==> src/hdl/macacc_pkg.sv <==
// Package for the multiply/accumulate accumulator block: register map,
// control field layout, operation codes and reset values.
// Assumes an APB master with 32-bit data and word-aligned byte addresses.

package macacc_pkg;

  // ****************************************
  // Register indices and byte addresses
  // ****************************************
  localparam int unsigned APB_ADDR_W     = 8;
  localparam int unsigned IDX_CTRL       = 0;
  localparam int unsigned IDX_OPERAND_A  = 1;
  localparam int unsigned IDX_OPERAND_B  = 2;
  localparam int unsigned IDX_ACC_HIGH   = 3;
  localparam int unsigned IDX_ACC_MID    = 4;
  localparam int unsigned IDX_ACC_LOW    = 5;
  localparam int unsigned IDX_RB_MID     = 8;

  localparam logic [APB_ADDR_W-1:0] ADDR_CTRL      = APB_ADDR_W'(IDX_CTRL * 4);
  localparam logic [APB_ADDR_W-1:0] ADDR_OPERAND_A = APB_ADDR_W'(IDX_OPERAND_A * 4);
  localparam logic [APB_ADDR_W-1:0] ADDR_OPERAND_B = APB_ADDR_W'(IDX_OPERAND_B * 4);
  localparam logic [APB_ADDR_W-1:0] ADDR_ACC_HIGH  = APB_ADDR_W'(IDX_ACC_HIGH * 4);
  localparam logic [APB_ADDR_W-1:0] ADDR_ACC_MID   = APB_ADDR_W'(IDX_ACC_MID * 4);
  localparam logic [APB_ADDR_W-1:0] ADDR_ACC_LOW   = APB_ADDR_W'(IDX_ACC_LOW * 4);
  localparam logic [APB_ADDR_W-1:0] ADDR_RB_MID    = APB_ADDR_W'(IDX_RB_MID * 4);

  // ****************************************
  // Widths, field positions, reset values
  // ****************************************
  localparam int unsigned WORD_W   = 16;
  localparam int unsigned ACC_W    = 48;
  localparam int unsigned PROD_W   = 32;
  localparam int unsigned HIGH_LSB = 32;
  localparam int unsigned MID_LSB  = 16;
  localparam int unsigned LOW_LSB  = 0;
  localparam int unsigned CTRL_W   = 4;

  localparam int unsigned CTRL_SIGN_POS = 0;
  localparam int unsigned CTRL_OP_LSB   = 1;
  localparam int unsigned CTRL_RBC_POS  = 3;

  localparam logic [WORD_W-1:0] WORD_RESET = 16'h0000;
  localparam logic [ACC_W-1:0]  ACC_RESET  = 48'h0000_0000_0000;

  // ****************************************
  // Types
  // ****************************************
  typedef enum logic [1:0] {
    OP_MUL,
    OP_MAC,
    OP_MNEG,
    OP_MSUB
  } macacc_op_type;

  typedef struct packed {
    logic          readback_control_bit;
    macacc_op_type operation_select_bit;
    logic          sign_select_bit;
  } macacc_ctrl_type;

  localparam macacc_ctrl_type CTRL_RESET = '{1'b0, OP_MUL, 1'b0};

  typedef struct packed {
    logic [WORD_W-1:0] operand_a;
    logic [WORD_W-1:0] operand_b;
    logic [ACC_W-1:0]  acc;
    macacc_ctrl_type   ctrl;
  } macacc_job_type;

  typedef struct packed {
    logic [ACC_W-1:0]  acc;
    logic [PROD_W-1:0] product;
  } macacc_result_type;

endpackage : macacc_pkg

==> src/hdl/macacc_datapath.sv <==
// Multiply and add/subtract datapath with one registered stage.
// Assumes start is a one-cycle pulse in the core clock domain.

`timescale 1ns/100ps

module macacc_datapath
  import macacc_pkg::*;
(
  input  wire logic              clk_i,
  input  wire logic              srst_i,
  input  wire logic              start_i,
  input  wire macacc_job_type    job_i,
  output logic                   done_o,
  output macacc_result_type      result_o
);

  logic signed [WORD_W:0]   opa_ext;
  logic signed [WORD_W:0]   opb_ext;
  logic signed [PROD_W+1:0] prod_full;
  logic        [ACC_W-1:0]  prod_acc;
  logic        [ACC_W-1:0]  acc_next;

  // ****************************************
  // Operand extension and product
  // ****************************************
  always_comb begin
    if (job_i.ctrl.sign_select_bit) begin
      opa_ext = {job_i.operand_a[WORD_W-1], job_i.operand_a};
      opb_ext = {job_i.operand_b[WORD_W-1], job_i.operand_b};
    end else begin
      opa_ext = {1'b0, job_i.operand_a};
      opb_ext = {1'b0, job_i.operand_b};
    end
    prod_full = (PROD_W+2)'(opa_ext * opb_ext);
    // Top bit carries the sign of the product when signed
    if (job_i.ctrl.sign_select_bit) begin
      prod_acc = {{(ACC_W-PROD_W){prod_full[PROD_W-1]}}, prod_full[PROD_W-1:0]};
    end else begin
      prod_acc = {{(ACC_W-PROD_W){1'b0}}, prod_full[PROD_W-1:0]};
    end
  end

  // ****************************************
  // Operation select
  // ****************************************
  always_comb begin
    case (job_i.ctrl.operation_select_bit)
      OP_MUL:  acc_next = prod_acc;
      OP_MAC:  acc_next = job_i.acc + prod_acc;
      OP_MNEG: acc_next = ACC_W'(0) - prod_acc;
      OP_MSUB: acc_next = job_i.acc - prod_acc;
      default: acc_next = prod_acc;
    endcase
  end

  always_ff @(posedge clk_i) begin
    if (srst_i) begin
      result_o <= '{ACC_RESET, ACC_RESET[PROD_W-1:0]};
    end else if (start_i) begin
      result_o <= '{acc_next, prod_full[PROD_W-1:0]};
    end
  end

  always_ff @(posedge clk_i) begin
    if (srst_i) begin
      done_o <= 1'b0;
    end else begin
      done_o <= start_i;
    end
  end

endmodule : macacc_datapath

==> src/hdl/macacc_top.sv <==
// Accumulator and readback registers of a 16-bit multiply/accumulate unit,
// reached over an APB slave port with one wait state per transfer.
// Assumes a single core clock and a synchronous active-high reset.
//
// Function
// - Accumulator is 48 bits held as three 16-bit words: high, middle, low.
// - High accumulator word holds accumulator bits 47 down to 32.
// - In signed operations, accumulator bit 47 is the sign bit.
// - Middle accumulator word holds accumulator bits 31 down to 16.
// - Low accumulator word holds accumulator bits 15 down to 0.
// - All accumulator words and the readback word clear to zero on reset.
// - Readback word is read-only; shows result bits 31:16 when control or mul/neg.
// - With control 0 and accumulate/subtract, readback may differ from middle word.
// - Readback holds until an operation started by writing both operands finishes.
// - Writing both operands starts selected operation; result goes to accumulator.

`timescale 1ns/100ps

module macacc_top
  import macacc_pkg::*;
(
  input  wire logic                  CLK_I,
  input  wire logic                  SRST_I,
  input  wire logic                  PSEL_I,
  input  wire logic                  PENABLE_I,
  input  wire logic                  PWRITE_I,
  input  wire logic [APB_ADDR_W-1:0] PADDR_I,
  input  wire logic [31:0]           PWDATA_I,
  output logic      [31:0]           PRDATA_O,
  output logic                       PREADY_O,
  output logic                       PSLVERR_O
);

  // ****************************************
  // Declarations
  // ****************************************
  logic [ACC_W-1:0]   acc_reg;
  logic [ACC_W-1:0]   acc_next;
  logic [WORD_W-1:0]  opa_reg;
  logic [WORD_W-1:0]  opb_reg;
  logic [WORD_W-1:0]  rb_mid_reg;
  logic [WORD_W-1:0]  rb_mid_next;
  macacc_ctrl_type    ctrl_reg;
  macacc_ctrl_type    last_ctrl_reg;
  logic               opa_loaded_reg;
  logic               opb_loaded_reg;
  logic               start_reg;
  logic               done;
  macacc_result_type  result;
  macacc_job_type     job;

  logic               access;
  logic               commit;
  logic               wr_commit;
  logic               rd_commit;
  logic               addr_ok;
  logic               addr_ro;
  logic [WORD_W-1:0]  rd_word;
  logic [WORD_W-1:0]  wr_word;
  logic               wr_ctrl;
  logic               wr_opa;
  logic               wr_opb;
  logic               wr_high;
  logic               wr_mid;
  logic               wr_low;
  logic               start_now;

  assign access    = PSEL_I & PENABLE_I;
  assign commit    = access & PREADY_O;
  assign wr_commit = commit & PWRITE_I & addr_ok & ~addr_ro;
  assign rd_commit = commit & ~PWRITE_I;
  assign wr_word   = PWDATA_I[WORD_W-1:0];

  // ****************************************
  // Register map, byte address = index * 4
  // ****************************************
  // 0x00 control: bit 0 signed, bits 2:1 operation, bit 3 readback control
  // 0x04 operand A
  // 0x08 operand B
  // 0x0C accumulator high word
  // 0x10 accumulator middle word
  // 0x14 accumulator low word
  // 0x20 middle readback word, read-only; writes answer with an error
  // Other addresses answer with an error, read as zero and ignore writes
  // Bits 31:16 of every read are zero; only data bits 15:0 are written

  // ****************************************
  // Address decode
  // ****************************************
  always_comb begin
    addr_ok = 1'b1;
    addr_ro = 1'b0;
    rd_word = WORD_RESET;
    if (PADDR_I == ADDR_CTRL) begin
      rd_word = {{(WORD_W-CTRL_W){1'b0}}, ctrl_reg};
    end else if (PADDR_I == ADDR_OPERAND_A) begin
      rd_word = opa_reg;
    end else if (PADDR_I == ADDR_OPERAND_B) begin
      rd_word = opb_reg;
    end else if (PADDR_I == ADDR_ACC_HIGH) begin
      rd_word = acc_reg[HIGH_LSB +: WORD_W];
    end else if (PADDR_I == ADDR_ACC_MID) begin
      rd_word = acc_reg[MID_LSB +: WORD_W];
    end else if (PADDR_I == ADDR_ACC_LOW) begin
      rd_word = acc_reg[LOW_LSB +: WORD_W];
    end else if (PADDR_I == ADDR_RB_MID) begin
      rd_word = rb_mid_reg;
      addr_ro = 1'b1;
    end else begin
      addr_ok = 1'b0;
    end
  end

  assign wr_ctrl = wr_commit & (PADDR_I == ADDR_CTRL);
  assign wr_opa  = wr_commit & (PADDR_I == ADDR_OPERAND_A);
  assign wr_opb  = wr_commit & (PADDR_I == ADDR_OPERAND_B);
  assign wr_high = wr_commit & (PADDR_I == ADDR_ACC_HIGH);
  assign wr_mid  = wr_commit & (PADDR_I == ADDR_ACC_MID);
  assign wr_low  = wr_commit & (PADDR_I == ADDR_ACC_LOW);

  // ****************************************
  // APB answer: one wait state, registered
  // ****************************************
  // Ready drops after each answer, so one access phase answers only once
  always_ff @(posedge CLK_I) begin
    if (SRST_I) begin
      PREADY_O <= 1'b0;
    end else begin
      PREADY_O <= access & ~PREADY_O;
    end
  end

  // Read data is taken in the wait cycle and dropped after the answer
  always_ff @(posedge CLK_I) begin
    if (SRST_I) begin
      PRDATA_O <= {{(32-WORD_W){1'b0}}, WORD_RESET};
    end else if (access & ~PREADY_O & ~PWRITE_I) begin
      PRDATA_O <= {{(32-WORD_W){1'b0}}, rd_word};
    end else if (rd_commit) begin
      PRDATA_O <= 32'h0000_0000;
    end
  end

  // Unmapped addresses and writes to the readback word answer with an error
  always_ff @(posedge CLK_I) begin
    if (SRST_I) begin
      PSLVERR_O <= 1'b0;
    end else if (access & ~PREADY_O) begin
      PSLVERR_O <= ~addr_ok | (PWRITE_I & addr_ro);
    end else begin
      PSLVERR_O <= 1'b0;
    end
  end

  // ****************************************
  // Control and operand registers
  // ****************************************
  // Only the low four data bits of the control word are kept
  always_ff @(posedge CLK_I) begin
    if (SRST_I) begin
      ctrl_reg <= CTRL_RESET;
    end else if (wr_ctrl) begin
      ctrl_reg <= macacc_ctrl_type'(wr_word[CTRL_W-1:0]);
    end
  end

  always_ff @(posedge CLK_I) begin
    if (SRST_I) begin
      opa_reg <= WORD_RESET;
    end else if (wr_opa) begin
      opa_reg <= wr_word;
    end
  end

  always_ff @(posedge CLK_I) begin
    if (SRST_I) begin
      opb_reg <= WORD_RESET;
    end else if (wr_opb) begin
      opb_reg <= wr_word;
    end
  end

  // ****************************************
  // Start when both operands have been loaded
  // ****************************************
  assign start_now = (wr_opa | opa_loaded_reg) & (wr_opb | opb_loaded_reg)
                   & (wr_opa | wr_opb);

  // A flag marks an operand written since the last start; a rewrite only replaces it
  always_ff @(posedge CLK_I) begin
    if (SRST_I) begin
      opa_loaded_reg <= 1'b0;
    end else if (start_now) begin
      opa_loaded_reg <= 1'b0;
    end else if (wr_opa) begin
      opa_loaded_reg <= 1'b1;
    end
  end

  always_ff @(posedge CLK_I) begin
    if (SRST_I) begin
      opb_loaded_reg <= 1'b0;
    end else if (start_now) begin
      opb_loaded_reg <= 1'b0;
    end else if (wr_opb) begin
      opb_loaded_reg <= 1'b1;
    end
  end

  // Start is registered so the datapath sees the operand just written
  always_ff @(posedge CLK_I) begin
    if (SRST_I) begin
      start_reg <= 1'b0;
    end else begin
      start_reg <= start_now;
    end
  end

  // Operation parameters are captured with the operation
  always_ff @(posedge CLK_I) begin
    if (SRST_I) begin
      last_ctrl_reg <= CTRL_RESET;
    end else if (start_reg) begin
      last_ctrl_reg <= ctrl_reg;
    end
  end

  // ****************************************
  // Datapath
  // ****************************************
  // Operands, accumulator and control are taken at the start edge
  assign job = '{opa_reg, opb_reg, acc_reg, ctrl_reg};

  macacc_datapath u_datapath (
    .clk_i    (CLK_I),
    .srst_i   (SRST_I),
    .start_i  (start_reg),
    .job_i    (job),
    .done_o   (done),
    .result_o (result)
  );

  // ****************************************
  // Accumulator
  // ****************************************
  // A finished operation wins over a software write in the same cycle
  always_comb begin
    acc_next = acc_reg;
    if (done) begin
      acc_next = result.acc;
    end else begin
      if (wr_high) begin
        acc_next[HIGH_LSB +: WORD_W] = wr_word;
      end
      if (wr_mid) begin
        acc_next[MID_LSB +: WORD_W] = wr_word;
      end
      if (wr_low) begin
        acc_next[LOW_LSB +: WORD_W] = wr_word;
      end
    end
  end

  always_ff @(posedge CLK_I) begin
    if (SRST_I) begin
      acc_reg <= ACC_RESET;
    end else begin
      acc_reg <= acc_next;
    end
  end

  // ****************************************
  // Middle readback word
  // ****************************************
  // Accumulating with control clear shows the raw product, not the sum
  // Writes to the accumulator or control registers leave it alone
  always_comb begin
    rb_mid_next = rb_mid_reg;
    if (done) begin
      if (last_ctrl_reg.readback_control_bit
          || last_ctrl_reg.operation_select_bit == OP_MUL
          || last_ctrl_reg.operation_select_bit == OP_MNEG) begin
        rb_mid_next = result.acc[MID_LSB +: WORD_W];
      end else begin
        rb_mid_next = result.product[MID_LSB +: WORD_W];
      end
    end
  end

  always_ff @(posedge CLK_I) begin
    if (SRST_I) begin
      rb_mid_reg <= WORD_RESET;
    end else begin
      rb_mid_reg <= rb_mid_next;
    end
  end

endmodule : macacc_top

==> config.mk <==
export PLATFORM = sky130hd
export DESIGN_NAME = macacc_top
export DESIGN_NICKNAME = d
export VERILOG_FILES = /design/src/hdl/macacc_pkg.sv /design/src/hdl/macacc_datapath.sv /design/src/hdl/macacc_top.sv
export SDC_FILE = /design/constraint.sdc
export NUM_CORES = 1
export LEC_CHECK = 0
export BUFFER_PORTS_ARGS = -buffer_cell sky130_fd_sc_hd__buf_2
export CORE_ASPECT_RATIO = 2
export CORE_MARGIN = 5
export CORE_UTILIZATION = 55
export DETAILED_ROUTE_END_ITERATION = 7
export GPL_TIMING_DRIVEN = 0
export PLACE_DENSITY = 0.73
export SETUP_SLACK_MARGIN = 0.02
export SLEW_MARGIN = 20
export SYNTH_ARGS = -nofsm -noshare
export SYNTH_HDL_FRONTEND = slang
export SYNTH_SLANG_ARGS = --single-unit
==> constraint.sdc <==
create_clock -name CLK_I -period 11.55 [get_ports CLK_I]
set_input_delay 2.31 -clock CLK_I [delete_from_list [all_inputs] [get_ports CLK_I]]
set_output_delay 2.31 -clock CLK_I [all_outputs]
set_load 0.1 [all_outputs]
# Word level (Yosys, flattened, before mapping)
# Cells that the tools add are included.
# word_totals
register_bits	205
input_bits	45
output_inout_bits	34
elab_cells	102
# classes
add_sub_neg	3
multipliers	1
eq_ne	10
n_mux	31
bitwise_logic	26
reduce_logical	11
# op_table
cell	count
two-way mux 16 bit	13
one-hot mux 48 bit (4 select lines)	1
two-way mux 48 bit	2
adder 48 bit	1
subtractor 1 x 48 -> 48 bit, first input constant	1
subtractor 48 bit	1
two-way mux 17 bit	2
multiplier 17 x 17 -> 32 bit	1
bitwise AND 1 bit	17
== test 8 x 4 -> 1 bit, second input constant	2
== test 8 x 5 -> 1 bit, second input constant	2
two-way mux 1 bit	13
== test 8 x 3 -> 1 bit, second input constant	1
== test 8 x 6 -> 1 bit, second input constant	1
zero test 8 bit	1
nonzero test 2 bit	4
== test 2 bit, second input constant	3
NOT 1 bit	5
zero test 2 bit	2
bitwise OR 1 bit	4
OR reduction 2 bit	2
== test 2 x 1 -> 1 bit, second input constant	1
logical OR 1 bit	2

# Longest topological paths before layout
# Gate-level depths: netlist (run 1).
# depth
word_depth	15
ltp_mapped	41
ltp_nobuf	38

# Modules after synthesis
# Synthesis (run 1) repeated with hierarchy kept, for this count alone.
# unflattened
cells_unflattened	2871
area_unflattened_um2	23959.2
# modules_own_cells
module	n_inst	cells_each	area_per_inst_um2	seq_area_each_um2
macacc_datapath	1	2152	17759.5	1621.6
macacc_top	1	719	6199.7	2462.4

# Worst setup path after synthesis (run 1)
# No wires, ideal clock.
# synth_timing
path_type	register -> register
start	register opb_reg[2]
end	register u_datapath.result_o[79] (netlist bit)
setup_time_ns	0.081
t_arrival_ns	9.605
required_ns	11.469
slack_ns	1.865
stages_incl_launch_ff	37
n_path_buf	3
synth_period_minus_slack_ns	9.685
path_cell_list	dfxtp_1 -> clkbuf_1 -> clkbuf_1 -> nand2_1 -> fa_1 -> inv_1 -> fa_1 -> inv_1 -> fa_1 -> inv_1 -> fa_1 -> fa_1 -> inv_1 -> fa_1 -> inv_1 -> ha_1 -> clkbuf_1 -> a2111o_1 -> a211oi_2 -> o31ai_1 -> xor2_1 -> nor4_2 -> nor2b_1 -> nor2_1 -> xnor2_1 -> ha_1 -> o21ai_0 -> o21ai_0 -> a211o_1 -> a211oi_1 -> o21ai_1 -> a221o_1 -> a2111oi_2 -> o31ai_1 -> nor3_1 -> mux2i_1 -> a41oi_1
# synth_between
elab_chain_len	5
elab_cells_between_ends	7
cone_classes	add/sub (3); mul (1); mux (3)
# synth_rtl
item	line	rtl
from (decl)	macacc_top.sv:40	logic [WORD_W-1:0] opb_reg;
from (signal assigned)	macacc_top.sv:179	opb_reg <= wr_word;
two-way mux 17 bit *	macacc_datapath.sv:27	if (job_i.ctrl.sign_select_bit) begin
multiplier 17 x 17 -> 32 bit *	macacc_datapath.sv:34	prod_full = (PROD_W+2)'(opa_ext * opb_ext);
two-way mux 48 bit *	macacc_datapath.sv:36	if (job_i.ctrl.sign_select_bit) begin
subtractor 48 bit (tied with other cells)	macacc_datapath.sv:51	OP_MSUB: acc_next = job_i.acc - prod_acc;
one-hot mux 48 bit (4 select lines) *	macacc_datapath.sv:47	case (job_i.ctrl.operation_select_bit)
to (signal assigned)	macacc_datapath.sv:58	result_o <= '{ACC_RESET, ACC_RESET[PROD_W-1:0]};
to (signal assigned)	macacc_datapath.sv:60	result_o <= '{acc_next, prod_full[PROD_W-1:0]};
to (decl)	macacc_datapath.sv:14	output macacc_result_type result_o
# Every way passes the cells marked *; elsewhere a longest branch is shown, timed or not.
# A chain may end at the register's enable or synchronous reset.

# Worst setup path in the final report (run 1)
# layout_timing
start	register opb_reg[7]
end	register u_datapath.result_o[79] (netlist bit)
# Same word-level chain as after synthesis.

==> results.md, run 1 <==
- The run finished with clean final reports.
- The number of antenna diodes in the final layout is 0.
- The die is 154 µm wide.
- Counting every sink on the clock net gives 188.
- In the routed design, unresolved DRC markers number 0.
- Counting tap cells, the placed design contains a total of 3395 instances.
- The critical path launch point type is a flop.
- The async set-reset flop share out of synthesis is 0.
- The register with the most flip-flops in the layout has 64 of them.
- In this run, distinct cell masters in the synthesized netlist total 81.
- The number of nets in the final layout is 3318.
- The part of the cycle the worst path needs is 0.963.
- VDD sags by at most 105 µV.
- Setup repair after global routing left no endpoint under its margin.
- The area taken by flip-flops and latches is 0.00378 mm².
- The cell at the root of the clock tree is clkbuf_16.
- The routed layout has 20700 vias.
- The commonest non-fill, non-tap cell in the layout is inv_1.
- In this run the standard cell core region covers 0.0415 mm².
- The detail route stage leaves a number of antenna-violating nets equal to 0.
- The arrival time of data at the critical path endpoint is between 10 and 15 ns.
- The number of buffers created by CTS is 17.
- The endpoint required time on the critical path is 11.92 ns.
- The floorplan step defined a die boundary enclosing approximately 0.046 mm².
- The max-cap violation count is 0.
- The number of vias per cell after detailed routing is 6.05.
- In this run the worst hold path is classified as flop to flop.
- The via count of the first global-routing pass is 20100.
- The cell that appears most often on the critical path is fa_1.
- The worst slew margin relative to its limit is 0.185.
- The number of synthesized flops with an enable pin is 0.
- The slew at the pin with the worst max-slew slack is between 1 and 1.5 ns.
- The worst setup path is of the flop to flop kind.
- In the final layout, the share of cells above drive strength 1 is 0.0637.
- From bottom edge to top edge, the die measures 299 µm.
- At the later pin of the worst-skew pair, clock insertion delay measures ~0.45 ns.
- The number of pins with negative max-slew slack in the final report was 0.
- The longest clock path from root to sink contains 2 buffers.
- Routability-driven placement finished with a final weighted congestion of 1.02.
- The top cell types in the final layout, fill and taps aside, are 323 x inv_1, 309 x nand2_1, 286 x nor2_1.
- The floorplan row count is approximately 110.
- For this configuration, the core starts out at a cell density of 0.553.
- Clock-pin slew was measured on the worst setup and hold paths at 0.08 ns.
- The number of detailed-routing iterations run before antenna repair is 5.
- The area of all placed cells without fillers is about 0.025 mm².
- The global route total overflow is 0.
- Power spread over the standard cell area amounts to between 50 and 60 mW/mm².
- The share of synthesized area in the top cell type comes to 0.247.
- The flip-flop cell with the highest count after synthesis is dfxtp_1.
- The final standard cell count with taps included and fillers excluded is 3413.
- The post-synthesis register bit count is 188.
- After filler insertion, the fill cell instance count of the layout stands at 3811.
- The average wire per cell in the routed design is 22.1 µm.
- STA classifies the critical path endpoint as a flop.
- The global-route usage over all layers is 0.325.
- The minimum period implied by the final worst setup slack is 11.12 ns.
- The mapped netlist covers 0.0230 mm².
- The TritonCTS clock tree is done.
- The number of endpoints with negative hold slack in the final report came to 0.
- The clock arrives with between 0.01 and 0.015 ns of skew.
- The final routed wirelength across all metal layers is approximately 75000 µm.
- The first global-routing pass estimated 116000 µm of wire.
- The start of the worst register-to-register path is opb_reg[7]$_SDFFE_PP0P_.
- Entering global routing, the biggest net connects 20 pins.
- The count of buffers added on input and output ports is 45.
- The number of warnings reported in the yosys synthesis log is 0.
- The highest clock rate is about 90 MHz.
- The detailed-placement wirelength estimate is 61100 µm.
- Setup violations remaining at the end of the flow were counted as 0.
- The worst setup path startpoint is opb_reg[7]$_SDFFE_PP0P_.
- In this run the most critical hold path is launched from u_datapath.result_o[45]$_SDFFE_PP0P_.
- Pin placement for this block handled around 80 I/O pins.
- On the worst path, the slowest cell contributes a delay of 0.69 ns.
- Relative to the synthesized area, the layout overhead comes to 7.35%.
- fa_1 takes more of the synthesized area than any other cell.
- The leakage dissipation is 11.1 nW.
- The worst-case hold slack is 0.472 ns.
- In the post-synthesis netlist, the biggest area contributors are fa_1 25%, dfxtp_1 16%, ha_1 7.1%, inv_1 5.3%, nand2_1 5.1%.
- After layout, the design draws a total of 0.00134 W.
- The DRC violation total after the first TritonRoute iteration is 2111.
- In the final layout, the multi-input gates occupy around 0.017 mm².
- The initial antenna violation count was 0.
- The share of the core filled with cells in the final layout is 0.594.
- The largest fanout on the critical path is 10.
- The mean instance size in the synthesized netlist is 8.22 µm².
- The number of H-tree branching levels is 4.
- The placement-stage cell area is 0.0239 mm².
- Of the synthesized area, sequential elements account for 0.164.
- The cell count after synthesis came out at between 2000 and 3000.
- The master of the slowest instance on the critical path is dfxtp_1.
-- cells in the mapped netlist (all sizes together), types with 16 or more instances --
cell	n
inv	324
nand2	309
nor2	286
fa	283
dfxtp	188
a21oi	176
clkbuf	159
and2	134
ha	130
mux2i	81
o21ai	81
xnor2	74
a211oi	66
xor2	47
a21o	44
a22oi	38
nor3	33
nand3	28
buf	26
and3	18
o211ai	17
o31ai	17
a221oi	16
nand2b	16
or3	16
-- path summary, 6_finish.rpt --
kind / end / slack (ns) / cells after the start
worst max-delay path: u_datapath.result_o[79]$_SDFFE_PP0P_ / 0.43 / 34
worst min register to register: u_datapath.result_o[45]$_SDFFE_PP0P_ / 0.47 / 2
worst max register to register: u_datapath.result_o[79]$_SDFFE_PP0P_ / 0.43 / 34
worst min-delay path: u_datapath.result_o[45]$_SDFFE_PP0P_ / 0.47 / 2
-- cells by family after synthesis --
group / Yosys count / synth area share
buffers and inverters: 510 / 0.0861
AO/OA/AOI/OAI: 569 / 0.165
flip-flops: 188 / 0.164
XOR/XNOR: 121 / 0.0462
adder cells (fa/ha/maj): 413 / 0.318
other: 1 / 0.000163
AND/OR/NAND/NOR: 906 / 0.183
multiplexers: 86 / 0.0378
-- metal layers --
layer	share of wire	track usage	up-vias	routed length, µm
met2	0.46	0.519	1029	34700
li1	-	-	9321	-
met1	0.39	0.431	10000	29500
met3	0.084	0.0501	257	6360
met4	0.065	0.160	0	4930
met5	0	0	-	0
-- metrics by stage --
| stage | TNS (ns) | setup WS (ns) |
|---|---|---|
| 2_1_floorplan | 0 | 1.86 |
| 3_3_place_gp | -0.400 | -0.251 |
| 3_5_place_dp | -0.664 | -0.385 |
| 4_1_cts | 0 | 0.0322 |
| 5_1_grt | 0 | 0.0176 |
| 6_report | 0 | 0.431 |
-- what timing repair did --
item                       CTS  global route
pin swaps                    0             3
setup buffers                0             6
gates resized for setup      3            64
setup endpoints to repair    7            14
hold buffers                 0             0
-- critical path: cells and delay by family (launching register included) --
family                   cells  cell delay (ns)
AO/OA/AOI/OAI               10             2.80
adder cells (fa/ha/maj)      8             3.75
XOR/XNOR                     2             0.46
flip-flops                   1             0.69
buffers and inverters        7             0.82
AND/OR/NAND/NOR              7             2.46
-- area by class of cell --
| cell class | count | share of cell area |
|---|---|---|
| sequential | 188 | 0.153 |
| multi-input combinational | 2111 | 0.705 |
| clock buffer | 18 | 0.0178 |
| inverter | 325 | 0.0495 |
| clock inverter | 14 | 0.00670 |
| tap | 540 | 0.0274 |
| timing repair buffer | 52 | 0.0113 |
| buffer | 165 | 0.0288 |
-- report_power, final --
part	switching, W	total, W	internal, W
clock	0.000304	0.000622	0.000317
combinational	0.0000572	0.0000686	0.0000114
sequential	0.000000279	0.000648	0.000648
Note: power is estimated with default switching activity, not from simulation.
==> inputs of run 2 (changes only) <==
--- a/config.mk
+++ b/config.mk
@@ -13,7 +13,6 @@
 export GPL_TIMING_DRIVEN = 0
 export PLACE_DENSITY = 0.73
 export SETUP_SLACK_MARGIN = 0.02
-export SLEW_MARGIN = 20
 export SYNTH_ARGS = -nofsm -noshare
 export SYNTH_HDL_FRONTEND = slang
 export SYNTH_SLANG_ARGS = --single-unit
==> constraint.sdc (replaced) <==
create_clock -name CLK_I -period 14.1 [get_ports CLK_I]
set_input_delay 2.82 -clock CLK_I [delete_from_list [all_inputs] [get_ports CLK_I]]
set_output_delay 2.82 -clock CLK_I [all_outputs]
set_load 0.1 [all_outputs]
==> run 2 against run 1 <==
Power shrank 17%; highest routed layer unchanged; global-route usage shrank 0.051 points; routed wire length shrank 0.14%; count of clock-buffer cells in the layout shrank 1; non-clock buffer count grew 13; critical endpoint unchanged; largest cell class unchanged; clock skew grew 0.0017 ns; critical path depth grew 2; die area is the same; worst hold slack gained 0.0082 ns.
==> results.md, run 2 (synthesis results as in run 1) <==
- The number of nets in the final layout was 3331 (was 3318).
- The global-route track usage on met1 is 0.429 (was 0.431).
- The number of vias per cell after detailed routing was 6.04 (was 6.05).
- The die area is 0.0462 mm² (unchanged).
- The global-route track usage on met2 is 0.516 (was 0.519).
- The master of the slowest instance on the critical path is a211oi_1 (was dfxtp_1).
- The delay of the slowest cell on the worst path is 0.88 ns (was 0.69 ns).
- The pre-CTS setup slack is 2.18 ns (was -0.385 ns).
- The count of antenna diodes in the layout is 0 (unchanged).
- The worst-case hold slack came to 0.480 ns (was 0.472 ns).
- The slew at the pin with the worst max-slew slack is 1.43 ns (was 1.22 ns).
- The number of stages on the worst hold path is 2 (unchanged).
- The power density relative to cell area is 45.1 mW/mm² (was 54.3 mW/mm²).
- The classification of the worst setup path is flop to flop (unchanged).
- The leakage dissipation was 11.0 nW (was 11.1 nW).
- The cell repeated most along the worst path is fa_1 (unchanged).
- The worst slew margin relative to its limit is 0.0411 (was 0.185).
- The number of cells upsized or downsized after cts is 0 (was 3).
- The count of input and output buffers is 45 (unchanged).
- The average wire per cell in the routed design is 22.0 µm (was 22.1 µm).
- The category of cells accounting for the largest share of critical-path delay is compound AO/OA/AOI/OAI gates (was adder cells).
- The number of H-tree branching levels was 4 (unchanged).
- The flip-flop count of the largest register after layout is 64 (unchanged).
- The area taken by flip-flops and latches came to 0.00376 mm² (was 0.00378 mm²).
- The first-pass GRT wire length is 116000 µm (about the same).
- The depth of the worst register-to-register path is 36 (was 34).
- Result of the run: finished clean (unchanged).
- The endpoint required time on the critical path is 14.47 ns (was 11.92 ns).
- The area of the placeable core is 0.0415 mm² (unchanged).
- The number of clock sinks came to 188 (unchanged).
- The via count of the first global-routing pass is 20000 (was 20100).
- The largest fanout on the critical path was 10 (unchanged).
- The number of detailed-routing iterations run before antenna repair came to 6 (was 5).
- The share of post-route cells with drive strength above 1 is 0.0457 (was 0.0637).
- The layer with the highest usage is met2 (unchanged).
- The global route total overflow is 0 (unchanged).
- The initial antenna violation count came to 0 (unchanged).
- The routability congestion estimate is 1.02 (unchanged).
- The arrival time of data at the critical path endpoint was 12.48 ns (was 11.48 ns).
- The final total negative setup slack is 0 ns (unchanged).
- The residual antenna-violating net count after detailed routing was 0 (unchanged).
- Leading cell types in the layout, fill and taps excluded: 323 x inv_1, 309 x nand2_1, 286 x nor2_1 (unchanged).
- The number of pins with negative max-slew slack in the final report is 0 (unchanged).
- The count of buffering cells on the critical path with inverters included came to 8 (was 7).
- The clock latency on the worst-skew pair is 0.46 ns (was 0.45 ns).
- The final routed wirelength across all metal layers was 75300 µm (was 75400 µm).
- The minimum period implied by the final worst setup slack is 12.11 ns (was 11.12 ns).
- The class of the most critical hold timing path is flop to flop (unchanged).
- The total number of vias is 20700 (about the same).
- The kind of end point of the critical path is a flop (unchanged).
- The detailed-placement wirelength estimate is 61100 µm (about the same).
- The commonest non-fill, non-tap cell in the layout is inv_1 (unchanged).
- The die boundary width was 154 µm (unchanged).
- The top-level port count is 79 (unchanged).
- The critical path launch point type is a flop (unchanged).
- The final setup skew is 0.0135 ns (was 0.0119 ns).
- The highest clock rate was 82.6 MHz (was 89.9 MHz).
- The part of the cycle the worst path needs is 0.859 (was 0.963).
- The cell at the root of the clock tree is clkbuf_16 (unchanged).
- The number of filler instances in the final layout is 3793 (was 3811).
- The number of buffers created by CTS is 17 (unchanged).
- The instance count on the critical path came to 36 (was 34).
- The height of the die is 299 µm (unchanged).
- RSZ-0062 raised after global routing: no (unchanged).
- The number of endpoints with negative hold slack in the final report came to 0 (unchanged).
- The total setup buffers inserted after CTS is 0 (unchanged).
- The clock-pin slew reported for the worst setup and hold paths after clock tree synthesis came to 0.08 ns (about the same).
- The initial core utilization is 0.553 (unchanged).
- The DRC violation total after the first TritonRoute iteration is 2255 (was 2111).
- The max-cap violation count is 0 (unchanged).
- The TritonCTS clock tree is done (unchanged).
- The pin count of the biggest net entering global routing is 20 (unchanged).
- The buffer levels on the longest clock path is 2 (unchanged).
- The global-route usage over all layers came to 0.325 (about the same).
- The number of DRC violations after detailed routing is 0 (unchanged).
- The highest ir drop seen on vdd is 80.8 µV (was 105 µV).
- The hold-fix buffer count after cts is 0 (unchanged).
- The floorplan row count was 106 (unchanged).
- The smallest setup slack after layout was 1.99 ns (was 0.431 ns).
- The met3 routing resource usage after global routing came to 0.0512 (was 0.0501).
- The area of the multi-input gates was 0.0173 mm² (was 0.0174 mm²).
- The count of final setup violators is 0 (unchanged).
- The synthesis-to-finish area growth is 6.86% (was 7.35%).
## run 2: cell count changes in the layout (fill, tap and decap cells not counted), sizes merged
cell	previous run	this run
buf	78	71
bufinv	1	2
clkbuf	157	176
clkinvlp	1	0
inv	334	335
## run 2: area by class of cell
cell class                 instances  area share
timing repair buffer              45     0.00918
buffer                           185      0.0309
sequential                       188       0.153
multi-input combinational       2111       0.704
clock inverter                    15     0.00765
inverter                         325      0.0497
clock buffer                      17      0.0173
tap                              540      0.0275
## run 2: tightest hold or removal path: stages (launching register included)
cell and delay (ns):
dfxtp_1 0.32, nand2_1 0.06, a21oi_1 0.05
## run 2: final timing paths
| check | from | endpoint | slack [ns] |
|---|---|---|---|
| worst max register to register | opa_reg[9]$_SDFFE_PP0P_ | u_datapath.result_o[79]$_SDFFE_PP0P_ | 1.99 |
| worst min register to register | u_datapath.result_o[45]$_SDFFE_PP0P_ | u_datapath.result_o[45]$_SDFFE_PP0P_ | 0.48 |
| worst min-delay path | u_datapath.result_o[45]$_SDFFE_PP0P_ | u_datapath.result_o[45]$_SDFFE_PP0P_ | 0.48 |
| worst max-delay path | opa_reg[9]$_SDFFE_PP0P_ | u_datapath.result_o[79]$_SDFFE_PP0P_ | 1.99 |
## run 2: report_power, final
| part | switching [W] | internal [W] | leakage (nW) | total, W |
|---|---|---|---|---|
| clock network | 0.000247 | 0.000272 | 0.306 | 0.000520 |
| registers | 0.000000233 | 0.000531 | 1.51 | 0.000531 |
| logic | 0.0000472 | 0.00000934 | 9.20 | 0.0000565 |
| total | 0.000295 | 0.000812 | 11.0 | 0.00111 |
## run 2: metrics by stage
step            util  area, µm²  power, W  instances
6_report       0.591      24500   0.00111       3426
5_1_grt        0.591      24500   0.00113       3426
4_1_cts        0.591      24500   0.00110       3426
3_5_place_dp   0.576      23900  0.000598       3394
3_3_place_gp   0.576      23900  0.000598       3394
2_1_floorplan      -      23000  0.000578       2809
## run 2: routing by layer
layer / up-vias / part of all wire
met5: - / 0
met4: 0 / 0.066
met3: 259 / 0.085
met2: 1096 / 0.46
met1: 9975 / 0.39
li1: 9352 / -
